`config.mk`:
```
export PLATFORM = sky130hd
export DESIGN_NAME = ccbb_port
export DESIGN_NICKNAME = d
export VERILOG_FILES = /design/src/ccbb_pkg.sv /design/src/ccbb_port.sv /design/src/ccbb_buf2.sv /design/src/ccbb_baud.sv
export SDC_FILE = /design/constraint.sdc
export NUM_CORES = 1
export LEC_CHECK = 0
export BUFFER_PORTS_ARGS = -buffer_cell sky130_fd_sc_hd__buf_2
export CELL_PAD_IN_SITES_DETAIL_PLACEMENT = 2
export CELL_PAD_IN_SITES_GLOBAL_PLACEMENT = 2
export CORE_MARGIN = 2
export CORE_UTILIZATION = 37
export DETAILED_ROUTE_END_ITERATION = 12
export HOLD_SLACK_MARGIN = 0.1
export PLACE_DENSITY_LB_ADDON = 0.1
export SETUP_SLACK_MARGIN = 0.05
export SLEW_MARGIN = 30
export SYNTH_ARGS = -nofsm -noshare
export SYNTH_HDL_FRONTEND = slang
export SYNTH_SLANG_ARGS = --single-unit
```
`constraint.sdc`:
```
create_clock -name ref_clk_i -period 6.26 [get_ports ref_clk_i]
set_input_delay 0.626 -clock ref_clk_i [delete_from_list [all_inputs] [get_ports ref_clk_i]]
set_output_delay 0.626 -clock ref_clk_i [all_outputs]
set_load 0.01 [all_outputs]
```
`src/ccbb_pkg.sv`:
```
// shared constants and types for the channel cpu fifo and bit-bang port
package ccbb_pkg;
    localparam int DATA_W = 8;
    // mode-select codes
    localparam logic [7:0] MODE_RESET      = 8'h00;
    localparam logic [7:0] MODE_ASYNC_BANG = 8'h01;
    localparam logic [7:0] MODE_SYNC_BANG  = 8'h04;
    // status byte bit positions
    localparam int ST_RXF  = 0;
    localparam int ST_TXE  = 1;
    localparam int ST_SUSP = 2;
    localparam int ST_CFG  = 3;
    localparam logic [3:0] ST_UPPER = 4'h0;
    // cpu port address decode
    localparam logic ADDR_DATA   = 1'b0;
    localparam logic ADDR_STATUS = 1'b1;
    // timing
    localparam int CLK_MHZ       = 200;
    localparam int FLUSH_PULSE_NS = 250;
    localparam int FLUSH_CYC     = (FLUSH_PULSE_NS * CLK_MHZ + 999) / 1000;
    localparam logic [15:0] BAUD_DIV_RST = 16'h0010;
    localparam logic [7:0]  DIR_RST      = 8'h00;

    typedef enum logic [1:0] {
        CCBB_FIFO_OFF,
        CCBB_FIFO_CPU
    } ccbb_cfg_e;

    typedef struct packed {
        logic [7:0] code;
        logic [7:0] dir_mask;
    } ccbb_mode_cmd_s;

    typedef struct packed {
        logic rx_avail;
        logic tx_space;
        logic suspend;
        logic configured;
    } ccbb_usb_state_s;
endpackage : ccbb_pkg

```
`src/ccbb_port.sv`:
```
// channel port: cpu-style fifo access and async/sync bit-bang engine
`timescale 1ns/1ps
`default_nettype none
module ccbb_port #(
    parameter int DIV_W = 16
) (
    input  wire logic                    ref_clk_i,
    input  wire logic                    rst_n_i,
    input  wire ccbb_pkg::ccbb_cfg_e     cfg_mode_i,
    input  wire logic                    mode_cmd_valid_i,
    input  wire ccbb_pkg::ccbb_mode_cmd_s mode_cmd_i,
    input  wire logic [DIV_W-1:0]        baud_div_i,
    input  wire ccbb_pkg::ccbb_usb_state_s usb_state_i,
    input  wire logic                    rx_valid_i,
    output logic                         rx_ready_o,
    input  wire logic [7:0]              rx_data_i,
    output logic                         tx_valid_o,
    input  wire logic                    tx_ready_i,
    output logic [7:0]                   tx_data_o,
    output logic                         flush_o,
    input  wire logic                    cs_n_i,
    input  wire logic                    port_address_bit_i,
    input  wire logic                    rd_n_i,
    input  wire logic                    wr_n_i,
    input  wire logic [7:0]              data_i,
    output logic [7:0]                   data_o,
    output logic [7:0]                   data_oe_o,
    output logic                         sample_done_strobe_n_o,
    output logic                         output_update_strobe_n_o
);
    typedef enum logic [1:0] {
        CCBB_M_FIFO,
        CCBB_M_ASYNC,
        CCBB_M_SYNC
    } ccbb_mode_e;

    typedef enum logic [2:0] {
        CCBB_S_IDLE,
        CCBB_S_SEND,
        CCBB_S_CHANGE,
        CCBB_S_SETUP,
        CCBB_S_STROBE
    } ccbb_sync_e;

    ccbb_mode_e mode;
    ccbb_mode_e next_mode;
    ccbb_sync_e sst;
    ccbb_sync_e next_sst;
    logic [7:0] dir;
    logic [7:0] next_dir;
    logic [7:0] pin_q;
    logic [7:0] next_pin_q;
    logic [7:0] oe_q;
    logic [7:0] next_oe_q;
    logic [7:0] rd_byte;
    logic [7:0] next_rd_byte;
    logic [7:0] hold_byte;
    logic [7:0] next_hold_byte;
    logic       sdn_q;
    logic       next_sdn_q;
    logic       udn_q;
    logic       next_udn_q;
    logic       rd_n_q;
    logic       wr_n_q;
    // flush counter sized to its reload value
    localparam int FL_W = $clog2(ccbb_pkg::FLUSH_CYC + 1);
    logic [FL_W-1:0] fl_cnt;
    logic [FL_W-1:0] next_fl_cnt;
    logic       flush_q;
    logic       next_flush_q;
    logic       tick;
    logic       bf_in_valid;
    logic       bf_in_ready;
    logic [7:0] bf_in_data;
    logic       rx_take;

    ccbb_baud #(
        .DIV_W(DIV_W)
    ) u_baud (
        .ref_clk_i(ref_clk_i),
        .rst_n_i  (rst_n_i),
        .div_i    (baud_div_i),
        .tick_o   (tick)
    );

    // output buffer absorbs tx stalls; sync samples wait for space, but a cpu write into a full buffer is lost
    ccbb_buf2 #(
        .WIDTH(8),
        .DEPTH(2)
    ) u_txbuf (
        .ref_clk_i  (ref_clk_i),
        .rst_n_i    (rst_n_i),
        .in_valid_i (bf_in_valid),
        .in_ready_o (bf_in_ready),
        .in_data_i  (bf_in_data),
        .out_valid_o(tx_valid_o),
        .out_ready_i(tx_ready_i),
        .out_data_o (tx_data_o)
    );

    wire cpu_sel   = (mode == CCBB_M_FIFO)
                     && (cfg_mode_i == ccbb_pkg::CCBB_FIFO_CPU);
    wire rd_fall   = rd_n_q && !rd_n_i;
    wire wr_fall   = wr_n_q && !wr_n_i;
    wire cpu_go    = cpu_sel && !cs_n_i;
    wire rd_data   = cpu_go && rd_fall
                     && (port_address_bit_i == ccbb_pkg::ADDR_DATA);
    wire rd_stat   = cpu_go && rd_fall
                     && (port_address_bit_i == ccbb_pkg::ADDR_STATUS);
    wire wr_data   = cpu_go && wr_fall
                     && (port_address_bit_i == ccbb_pkg::ADDR_DATA);
    wire wr_flush  = cpu_go && wr_fall
                     && (port_address_bit_i == ccbb_pkg::ADDR_STATUS);

    wire sync_start = (mode == CCBB_M_SYNC) && (sst == CCBB_S_IDLE)
                      && rx_valid_i && bf_in_ready && !mode_cmd_valid_i;
    wire async_take = (mode == CCBB_M_ASYNC) && rx_valid_i && tick;

    always_comb
    begin
        rx_take = sync_start || async_take || (rd_data && rx_valid_i);
        rx_ready_o  = rx_take;
        bf_in_valid = 1'b0;
        bf_in_data  = data_i;
        if (wr_data)
            bf_in_valid = 1'b1;
        else if (sst == CCBB_S_SEND)
            bf_in_valid = 1'b1;
        if (sst == CCBB_S_SEND)
            bf_in_data = hold_byte;
    end

    always_comb
    begin
        next_mode      = mode;
        next_dir       = dir;
        next_sst       = sst;
        next_pin_q     = pin_q;
        next_oe_q      = oe_q;
        next_rd_byte   = rd_byte;
        next_hold_byte = hold_byte;
        next_sdn_q     = 1'b1;
        next_udn_q     = 1'b1;
        next_fl_cnt    = fl_cnt;
        next_flush_q   = 1'b0;
        if (mode_cmd_valid_i)
        begin
            next_dir = mode_cmd_i.dir_mask;
            next_sst = CCBB_S_IDLE;
            case (mode_cmd_i.code)
                ccbb_pkg::MODE_ASYNC_BANG: next_mode = CCBB_M_ASYNC;
                ccbb_pkg::MODE_SYNC_BANG:  next_mode = CCBB_M_SYNC;
                default:                   next_mode = CCBB_M_FIFO;
            endcase
        end
        next_oe_q = (mode == CCBB_M_FIFO) ? '0 : dir;
        if (mode == CCBB_M_FIFO)
        begin
            if (cpu_sel && !cs_n_i && !rd_n_i)
                next_oe_q = '1;
            if (rd_stat)
                next_rd_byte = {ccbb_pkg::ST_UPPER,
                                usb_state_i.configured,
                                usb_state_i.suspend,
                                usb_state_i.tx_space,
                                usb_state_i.rx_avail};
            else if (rd_data)
                next_rd_byte = rx_data_i;
            next_pin_q = rd_byte;
            if (rd_stat || rd_data)
                next_pin_q = next_rd_byte;
        end
        if (async_take)
        begin
            next_pin_q = rx_data_i;
            next_udn_q = 1'b0;
        end
        if ((mode == CCBB_M_ASYNC) && tick && !rx_valid_i)
            next_sdn_q = 1'b0;
        case (sst)
            CCBB_S_IDLE:
            begin
                if (sync_start && !mode_cmd_valid_i)
                begin
                    next_hold_byte = data_i;
                    next_rd_byte   = rx_data_i;
                    next_sst       = CCBB_S_SEND;
                end
            end
            CCBB_S_SEND:
            begin
                next_sdn_q = 1'b0;
                next_sst   = CCBB_S_CHANGE;
            end
            CCBB_S_CHANGE:
            begin
                next_pin_q = rd_byte;
                next_sst   = CCBB_S_SETUP;
            end
            CCBB_S_SETUP:
                next_sst = CCBB_S_STROBE;
            CCBB_S_STROBE:
            begin
                next_udn_q = 1'b0;
                next_sst   = CCBB_S_IDLE;
            end
            default:
                next_sst = CCBB_S_IDLE;
        endcase
        // flush pulse held its minimum width
        if (wr_flush)
            next_fl_cnt = FL_W'(ccbb_pkg::FLUSH_CYC);
        else if (fl_cnt != '0)
            next_fl_cnt = fl_cnt - FL_W'(1);
        next_flush_q = (next_fl_cnt != '0);
    end

    always_ff @(posedge ref_clk_i or negedge rst_n_i)
    begin
        if (!rst_n_i)
        begin
            mode      <= CCBB_M_FIFO;
            sst       <= CCBB_S_IDLE;
            dir       <= ccbb_pkg::DIR_RST;
            pin_q     <= '0;
            oe_q      <= '0;
            rd_byte   <= '0;
            hold_byte <= '0;
            sdn_q     <= 1'b1;
            udn_q     <= 1'b1;
            rd_n_q    <= 1'b1;
            wr_n_q    <= 1'b1;
            fl_cnt    <= '0;
            flush_q   <= 1'b0;
        end
        else
        begin
            mode      <= next_mode;
            sst       <= next_sst;
            dir       <= next_dir;
            pin_q     <= next_pin_q;
            oe_q      <= next_oe_q;
            rd_byte   <= next_rd_byte;
            hold_byte <= next_hold_byte;
            sdn_q     <= next_sdn_q;
            udn_q     <= next_udn_q;
            rd_n_q    <= rd_n_i;
            wr_n_q    <= wr_n_i;
            fl_cnt    <= next_fl_cnt;
            flush_q   <= next_flush_q;
        end
    end

    assign data_o                   = pin_q;
    assign data_oe_o                = oe_q;
    assign sample_done_strobe_n_o   = sdn_q;
    assign output_update_strobe_n_o = udn_q;
    assign flush_o                  = flush_q;
endmodule // ccbb_port
`default_nettype wire

```
`src/ccbb_buf2.sv`:
```
// two-entry valid/ready buffer
`timescale 1ns/1ps
`default_nettype none
module ccbb_buf2 #(
    parameter int WIDTH = 8,
    parameter int DEPTH = 2
) (
    input  wire logic             ref_clk_i,
    input  wire logic             rst_n_i,
    input  wire logic             in_valid_i,
    output logic                  in_ready_o,
    input  wire logic [WIDTH-1:0] in_data_i,
    output logic                  out_valid_o,
    input  wire logic             out_ready_i,
    output logic [WIDTH-1:0]      out_data_o
);
    // single-bit pointers serve exactly two slots
    if (DEPTH != 2 || WIDTH < 1)
    begin : g_bad_cfg
        $error("ccbb_buf2 supports depth 2 only");
    end

    logic [WIDTH-1:0] mem [DEPTH];
    logic [WIDTH-1:0] next_mem [DEPTH];
    logic             wp;
    logic             rp;
    logic [1:0]       cnt;
    logic             next_wp;
    logic             next_rp;
    logic [1:0]       next_cnt;
    logic             push;
    logic             pop;

    assign in_ready_o  = (cnt != 2'd2);
    assign out_valid_o = (cnt != 2'd0);
    assign out_data_o  = mem[rp];

    always_comb
    begin
        push     = in_valid_i && in_ready_o;
        pop      = out_valid_o && out_ready_i;
        next_mem = mem;
        next_wp  = wp;
        next_rp  = rp;
        next_cnt = cnt;
        if (push)
        begin
            next_mem[wp] = in_data_i;
            next_wp      = ~wp;
        end
        if (pop)
            next_rp = ~rp;
        if (push && !pop)
            next_cnt = cnt + 2'd1;
        else if (pop && !push)
            next_cnt = cnt - 2'd1;
    end

    always_ff @(posedge ref_clk_i or negedge rst_n_i)
    begin
        if (!rst_n_i)
        begin
            wp  <= 1'b0;
            rp  <= 1'b0;
            cnt <= 2'd0;
            for (int i = 0; i < DEPTH; i++)
                mem[i] <= '0;
        end
        else
        begin
            wp  <= next_wp;
            rp  <= next_rp;
            cnt <= next_cnt;
            mem <= next_mem;
        end
    end
endmodule // ccbb_buf2
`default_nettype wire

```
`src/ccbb_baud.sv`:
```
// baud tick divider producing one-cycle enable pulses
`timescale 1ns/1ps
`default_nettype none
module ccbb_baud #(
    parameter int DIV_W = 16
) (
    input  wire logic             ref_clk_i,
    input  wire logic             rst_n_i,
    input  wire logic [DIV_W-1:0] div_i,
    output logic                  tick_o
);
    if (DIV_W < 2)
    begin : g_bad_cfg
        $error("ccbb_baud divider too narrow");
    end

    logic [DIV_W-1:0] cnt;
    logic [DIV_W-1:0] next_cnt;
    logic             next_tick;

    always_comb
    begin
        next_tick = 1'b0;
        next_cnt  = cnt + 1'b1;
        if (cnt >= div_i)
        begin
            next_cnt  = '0;
            next_tick = 1'b1;
        end
    end

    always_ff @(posedge ref_clk_i or negedge rst_n_i)
    begin
        if (!rst_n_i)
        begin
            cnt    <= '0;
            tick_o <= 1'b0;
        end
        else
        begin
            cnt    <= next_cnt;
            tick_o <= next_tick;
        end
    end
endmodule // ccbb_baud
`default_nettype wire

```
After elaboration in Yosys (flattened, before gate mapping)
Index checks and enable logic that the tools add are counted.
- register bits after elaboration: 93
- bits in latches: 0
- memory bits (writable): 0
- ROM bits: 0
- input bits: 63
- output and inout bits: 29
- memories: 0
- add/sub/neg operators: 4
- multipliers: 0
- divide/modulo/power cells: 0
- order comparisons: 4
- equality and inequality tests: 11
- shifts and indexed selects: 0
- mux-type cells: 35
- bitwise operators: 5
- reduce and logical (&&, ||, !) cells: 44
- operators with widths (kind ; count):
    two-way mux 8 bit ; 17
    logical AND 1 bit ; 26
    adder 16 x 1 -> 16 bit (second input constant) ; 1
    bitwise mux 16 bit ; 1
    greater-or-equal comparator 16 bit ; 1
    two-way mux 16 bit ; 1
    two-way mux 6 bit ; 2
    one-hot mux 3 bit (4 select lines) ; 1
    nonzero test 6 bit ; 2
    demux 8 bit (select 1 bit) ; 1
    == test 8 x 1 -> 1 bit (second input constant) ; 1
    == test 8 x 3 -> 1 bit (second input constant) ; 1
    zero test 1 bit ; 7
    two-way mux 1 bit ; 7
    == test 3 x 2 -> 1 bit (second input constant) ; 2
    two-way mux 3 bit ; 2
    subtractor 6 x 1 -> 6 bit (second input constant) ; 1
    == test 2 x 1 -> 1 bit (second input constant) ; 2
    greater-or-equal comparator 2 bit (second input constant) ; 2
    two-way mux 2 bit ; 2
    inverter 1 -> 2 bit ; 2
    one-hot mux 2 bit (2 select lines) ; 1
    nonzero test 2 bit ; 2
    == test 3 x 1 -> 1 bit (second input constant) ; 1
    13 further kinds ; 17

Longest topological paths before layout
- word-level depth: 11
- depth in mapped cells: 8
- gate-level depth less buffers: 8

Modules after synthesis
A second synthesis with hierarchy kept.
- cell total of the unflattened synthesis: 440
- area, all modules: 5082.4 µm²
- by module, submodules not included (module ; instances ; cells each ; area each (µm²) ; sequential area each (µm²)):
    ccbb_port ; 1 ; 249 ; 2827.7 ; 1406.3
    ccbb_baud ; 1 ; 131 ; 1285.0 ; 425.4
    ccbb_buf2 ; 1 ; 60 ; 969.7 ; 500.5

Worst setup path after synthesis
No wires, ideal clock.
- path type: input to output
- from: input port cfg_mode_i[1]
- to: output port rx_ready_o
- data arrival time: 1919 ps
- slack: 3715 ps
- stages: 5
- buffers on the path: 1
- cell sequence: or4b_4 or3_1 buf_2 nor2_1 a211o_1
- cells in the longest elaborated chain, start to end: 7
- RTL lines (element ; line ; text):
    start, declared ; ccbb_port.sv:9 ; input wire ccbb_pkg::ccbb_cfg_e cfg_mode_i,
    == test 2 x 1 -> 1 bit ; ccbb_port.sv:102 ; && (cfg_mode_i == ccbb_pkg::CCBB_FIFO_CPU);
    logical AND 1 bit ; ccbb_port.sv:102 ;
    logical AND 1 bit ; ccbb_port.sv:105 ; wire cpu_go = cpu_sel && !cs_n_i;
    logical AND 1 bit ; ccbb_port.sv:106 ; wire rd_data = cpu_go && rd_fall
    logical AND 1 bit ; ccbb_port.sv:107 ; && (port_address_bit_i == ccbb_pkg::ADDR_DATA);
    logical AND 1 bit ; ccbb_port.sv:121 ; rx_take = sync_start || async_take || (rd_data && rx_valid_i);
    logical OR 1 bit ; ccbb_port.sv:121 ;
    end, declared ; ccbb_port.sv:15 ; output logic rx_ready_o,
Every way passes these cells.

Final worst setup path
- from: register mode[1]
- to: output port rx_ready_o
- cells in the longest elaborated chain, start to end: 7
- RTL lines (element ; line ; text):
    start, declared ; ccbb_port.sv:45 ; ccbb_mode_e mode;
    start signal, assigned ; ccbb_port.sv:238 ; mode <= next_mode;
    == test 2 bit or zero test 2 bit (tied branches) ; ccbb_port.sv:115, ccbb_port.sv:101 ;
    logical AND 1 bit (on tied branches) ; ccbb_port.sv:115, ccbb_port.sv:102 ;
    logical AND 1 bit (on tied branches) ; ccbb_port.sv:116, ccbb_port.sv:105 ;
    logical AND 1 bit (on tied branches) ; ccbb_port.sv:116, ccbb_port.sv:106 ;
    logical AND 1 bit (on tied branches) ; ccbb_port.sv:116, ccbb_port.sv:107 ;
    logical OR 1 bit or logical AND 1 bit (tied branches) ; ccbb_port.sv:121 ;
    logical OR 1 bit * ; ccbb_port.sv:121 ;
Every way passes the cells marked *; elsewhere a longest branch is shown, timed or not.

==> impl_metrics.py <==
metrics = {
    "status": {
        "status": "complete, no violations",
    },
    "logic_synthesis": {
        "yosys_warnings": 0,
        "avgSynthCellArea_um2": 10.00,
        "ys_ff_latch": 93,
        "synth_top_area_frac": 0.4830,
        "synthSimpleGateAreaFrac": 0.1729,
        "synth_cell_type_count": 50,
        "async_reset_ff_frac": 1.000,
        "yosysSeqAreaShare": 0.5058,
        "muxShareOfSynthArea": 0.06079,
        "synth_compound_area_frac": 0.1284,
        "synth_xor_area_frac": 0.04369,
        "synth_area_leader_cell": "dfrtp_1",
        "synthTopCellsByArea": "dfrtp_1 48%, nand2_1 5.6%, ha_1 5.4%, mux2_2 3.9%, nor2_1 3.4%",
        "synth_flop_cell": "dfrtp_1",
        "netlist_instances": 461,
        "synth-edff-count": 0,
        "synth_top_family_by_area": "simple AND/OR/NAND/NOR gates",
        "post_synth_fa_ha_maj_area_fraction": 0.05427,
        "synthesis.nets": 544,
        "syn_area_um2": 4611,
    },
    "timing": {
        "fin_setup_tns_ps": 0,
        "period_minus_slack_ps": 3087,
        "fmax_ghz": 0.3239,
        "finalMaxSlewViolations": 0,
        "hold_viol": 0,
        "period_share": 0.4931,
        "max_slew_margin": 0.4713,
        "clock_skew_ps": 8.829,
        "tightest_slew_ps": 793.1,
        "rsz0062_at_grt": "no",
        "setup_viol": 0,
    },
    "setup_path": {
        "critPathKind": "flop to output pin",
        "cp-end-kind": "output pin",
        "regToRegSetupSlack_ps": 3640,
        "cp.required_ps": 5630,
        "critPathLaunchType": "flop",
        "crit_arrival_ps": 2460,
        "cp_max_fo": 7,
    },
    "power_and_ir_drop": {
        "seqPwrFrac": 0.418,
        "power_density_nw_per_um2": 390.3,
        "switching_share": 0.3434,
        "p_int_w": 0.001435,
        "combPwrFrac": 0.307,
        "ir_drop_v": 0.0001988,
        "switching_power_w": 0.0007503,
        "leakage_nw": 2.773,
        "p_clk_frac": 0.275,
    },
    "clock_tree": {
        "clkLatencyLatePin_ps": 350,
        "ctsHtreeMaxLevel": 3,
        "clkSlewWorstSetupHoldPaths_ps": 70,
        "postCtsHoldBufs": 0,
        "cts_made_buffers": 9,
        "root_buffer": "clkbuf_16",
        "clockBufferDepth": 2,
        "cts_setup_buffers": 0,
        "cts.sinks": 93,
        "cts_resized": 0,
        "tritoncts": "yes",
    },
    "placed_design": {
        "gp_congestion": 0.7576,
        "hpwl_mm": 9.913,
        "numPortBuffers": 91,
        "place_inst": 707,
    },
    "drt": {
        "drtAntennaViolNets": 0,
        "routed_wl_mm": 13.39,
        "first_iter_violations": 187,
        "firstDrtPassIters": 4,
        "vias": 3878,
        "wire_per_inst_um": 18.53,
        "route.detailed.drc": 0,
        "vias_per_cell": 5.364,
    },
    "run": {
        "cap_viol_max_count": 0,
    },
    "cells_and_area": {
        "drive_above_1_share": 0.2505,
        "nets": 633,
        "antennaDiodeCount": 0,
        "instances_no_fill": 723,
        "area_growth_pct": 21.41,
    },
    "global_routing": {
        "antenna_found_initial": 1,
        "grt.total_usage": 0.2143,
        "grt_max_degree": 52,
        "grt_pass1_vias": 4315,
        "grt_first_pass_wirelength_mm": 22.19,
        "overflow": 0,
    },
    "floorplan": {
        "num_rows": 40,
        "fp.dieH_um": 115.6,
        "io_pins": 92,
        "dieArea_um2": 13370,
        "die_w_um": 115.6,
        "core_region_area_um2": 12110,
        "start_util": 0.3807,
    },
    "hold_path": {
        "worstHoldPathType": "primary input to async pin",
    },
}
-- registers in the layout, summed over array words and instances (netlist names), 2 cells and up --
register and flops:
u_baud.cnt 16, u_txbuf.mem 16, data_o 8, data_oe_o 8, dir 8, hold_byte 8, rd_byte 8, fl_cnt 6
sst 3, mode 2, u_txbuf.cnt 2
-- stage by stage --
step | hold WS [ps] | cell area [um^2] | total power (W) | utilization | setup slack, ps
final | 265.5 | 5598 | 0.002185 | 0.4622 | 3173
after global routing | 302.3 | 5598 | 0.002338 | 0.4622 | 3080
after CTS | 291.8 | 5594 | 0.002219 | 0.4619 | 3150
after detailed placement | 467.8 | 5260 | 0.001593 | 0.4343 | 3346
after global placement | 456.7 | 5249 | 0.001535 | 0.4334 | 3414
after floorplan | 330.4 | 4611 | 0.001337 | - | 3715
-- synth_stat cells (all sizes together), types with 2 or more instances --
master,count
clkbuf,10
nand2,69
mux2,16
xor2,12
or3,3
a21o,9
o21ai,20
inv,25
a211oi,3
ha,20
buf,6
a21oi,9
and3,4
dfstp,4
o32ai,3
nand3,8
a2bb2oi,10
a22o,4
o22ai,10
mux2i,10
nor3,22
xnor2,11
nor2b,4
nor2,42
nand2b,5
a221oi,7
nor4,3
nand4,5
a311oi,2
dfrtp,89
-- cell usage in the layout (no fill, tap or decap), types with 5 or more instances in the layout --
cell	netlist	final
a221oi_1	7	7
dfrtp_1	89	89
nor2_1	42	42
ha_1	20	20
a21o_1	9	9
buf_2	3	90
nor3_1	21	20
nand4_1	5	5
o21ai_0	18	18
a21oi_1	9	9
xnor2_1	11	11
mux2_2	16	16
o22ai_1	10	10
a2bb2oi_1	10	10
nand2_1	69	69
clkbuf_16	0	9
xor2_1	12	12
nand2b_1	5	5
nand3_1	8	8
mux2i_1	10	10
inv_1	25	25
-- power by group through the flow --
stage	registers (W)	clock network (W)	logic, W
floorplan	0.000867	0	0.000470
global placement	0.000909	0	0.000627
detailed placement	0.000922	0	0.000671
CTS	0.000915	0.000619	0.000685
global route	0.000938	0.000641	0.000760
finish	0.000914	0.000600	0.000671
-- logic make-up after synthesis --
logic type                 Yosys count
xor gates and xnor gates            23
AOI/OAI and AO/OA                   84
adders and majority gates           20
DFF                                 93
and+or+nand+nor                    174
buffers and inverters               41
muxes                               26
-- layout make-up --
cell class	count	area, um^2
Multi-Input combinational cell	327	2147
Clock buffer	10	239.0
Inverter	25	93.84
Sequential cell	93	2332
Timing Repair Buffer	94	480.5
Tap cell	168	210.2
Clock inverter	6	95.09
Fill cell	1345	6514
-- final timing paths --
check | end | cells after the start | start
worst max-delay path | rx_ready_o | 5 | mode[1]$_DFFE_PN0P_
worst max register to register | u_txbuf.mem[1]$_DFFE_PN0P_ | 5 | mode[1]$_DFFE_PN0P_
max in group asynchronous | u_txbuf.cnt[1]$_DFFE_PN0P_ | 2 | rst_n_i
min in group ref_clk_i | wr_n_q$_DFF_PN1_ | 1 | wr_n_i
worst min-delay path | fl_cnt[2]$_DFF_PN0_ | 1 | rst_n_i
worst min register to register | data_oe_o[7]$_DFF_PN0_ | 1 | dir[7]$_DFFE_PN0P_
-- worst max-delay path: stages, from the launching register on --
cell	delay [ps]
dfrtp_1	440
or4b_4	580
or3_1	510
nor2_1	220
a211o_1	220
buf_2	150
-- routing by layer --
| metal | routed length [um] | GRT usage | part of all wire |
|---|---|---|---|
| met1 | 5737 | 0.2654 | 0.43 |
| met2 | 6674 | 0.3676 | 0.50 |
| met3 | 740 | 0.06328 | 0.055 |
| met4 | 229 | 0.05556 | 0.017 |
| met5 | 13 | 0 | 0.00097 |
(Power assumes the default switching activity.)
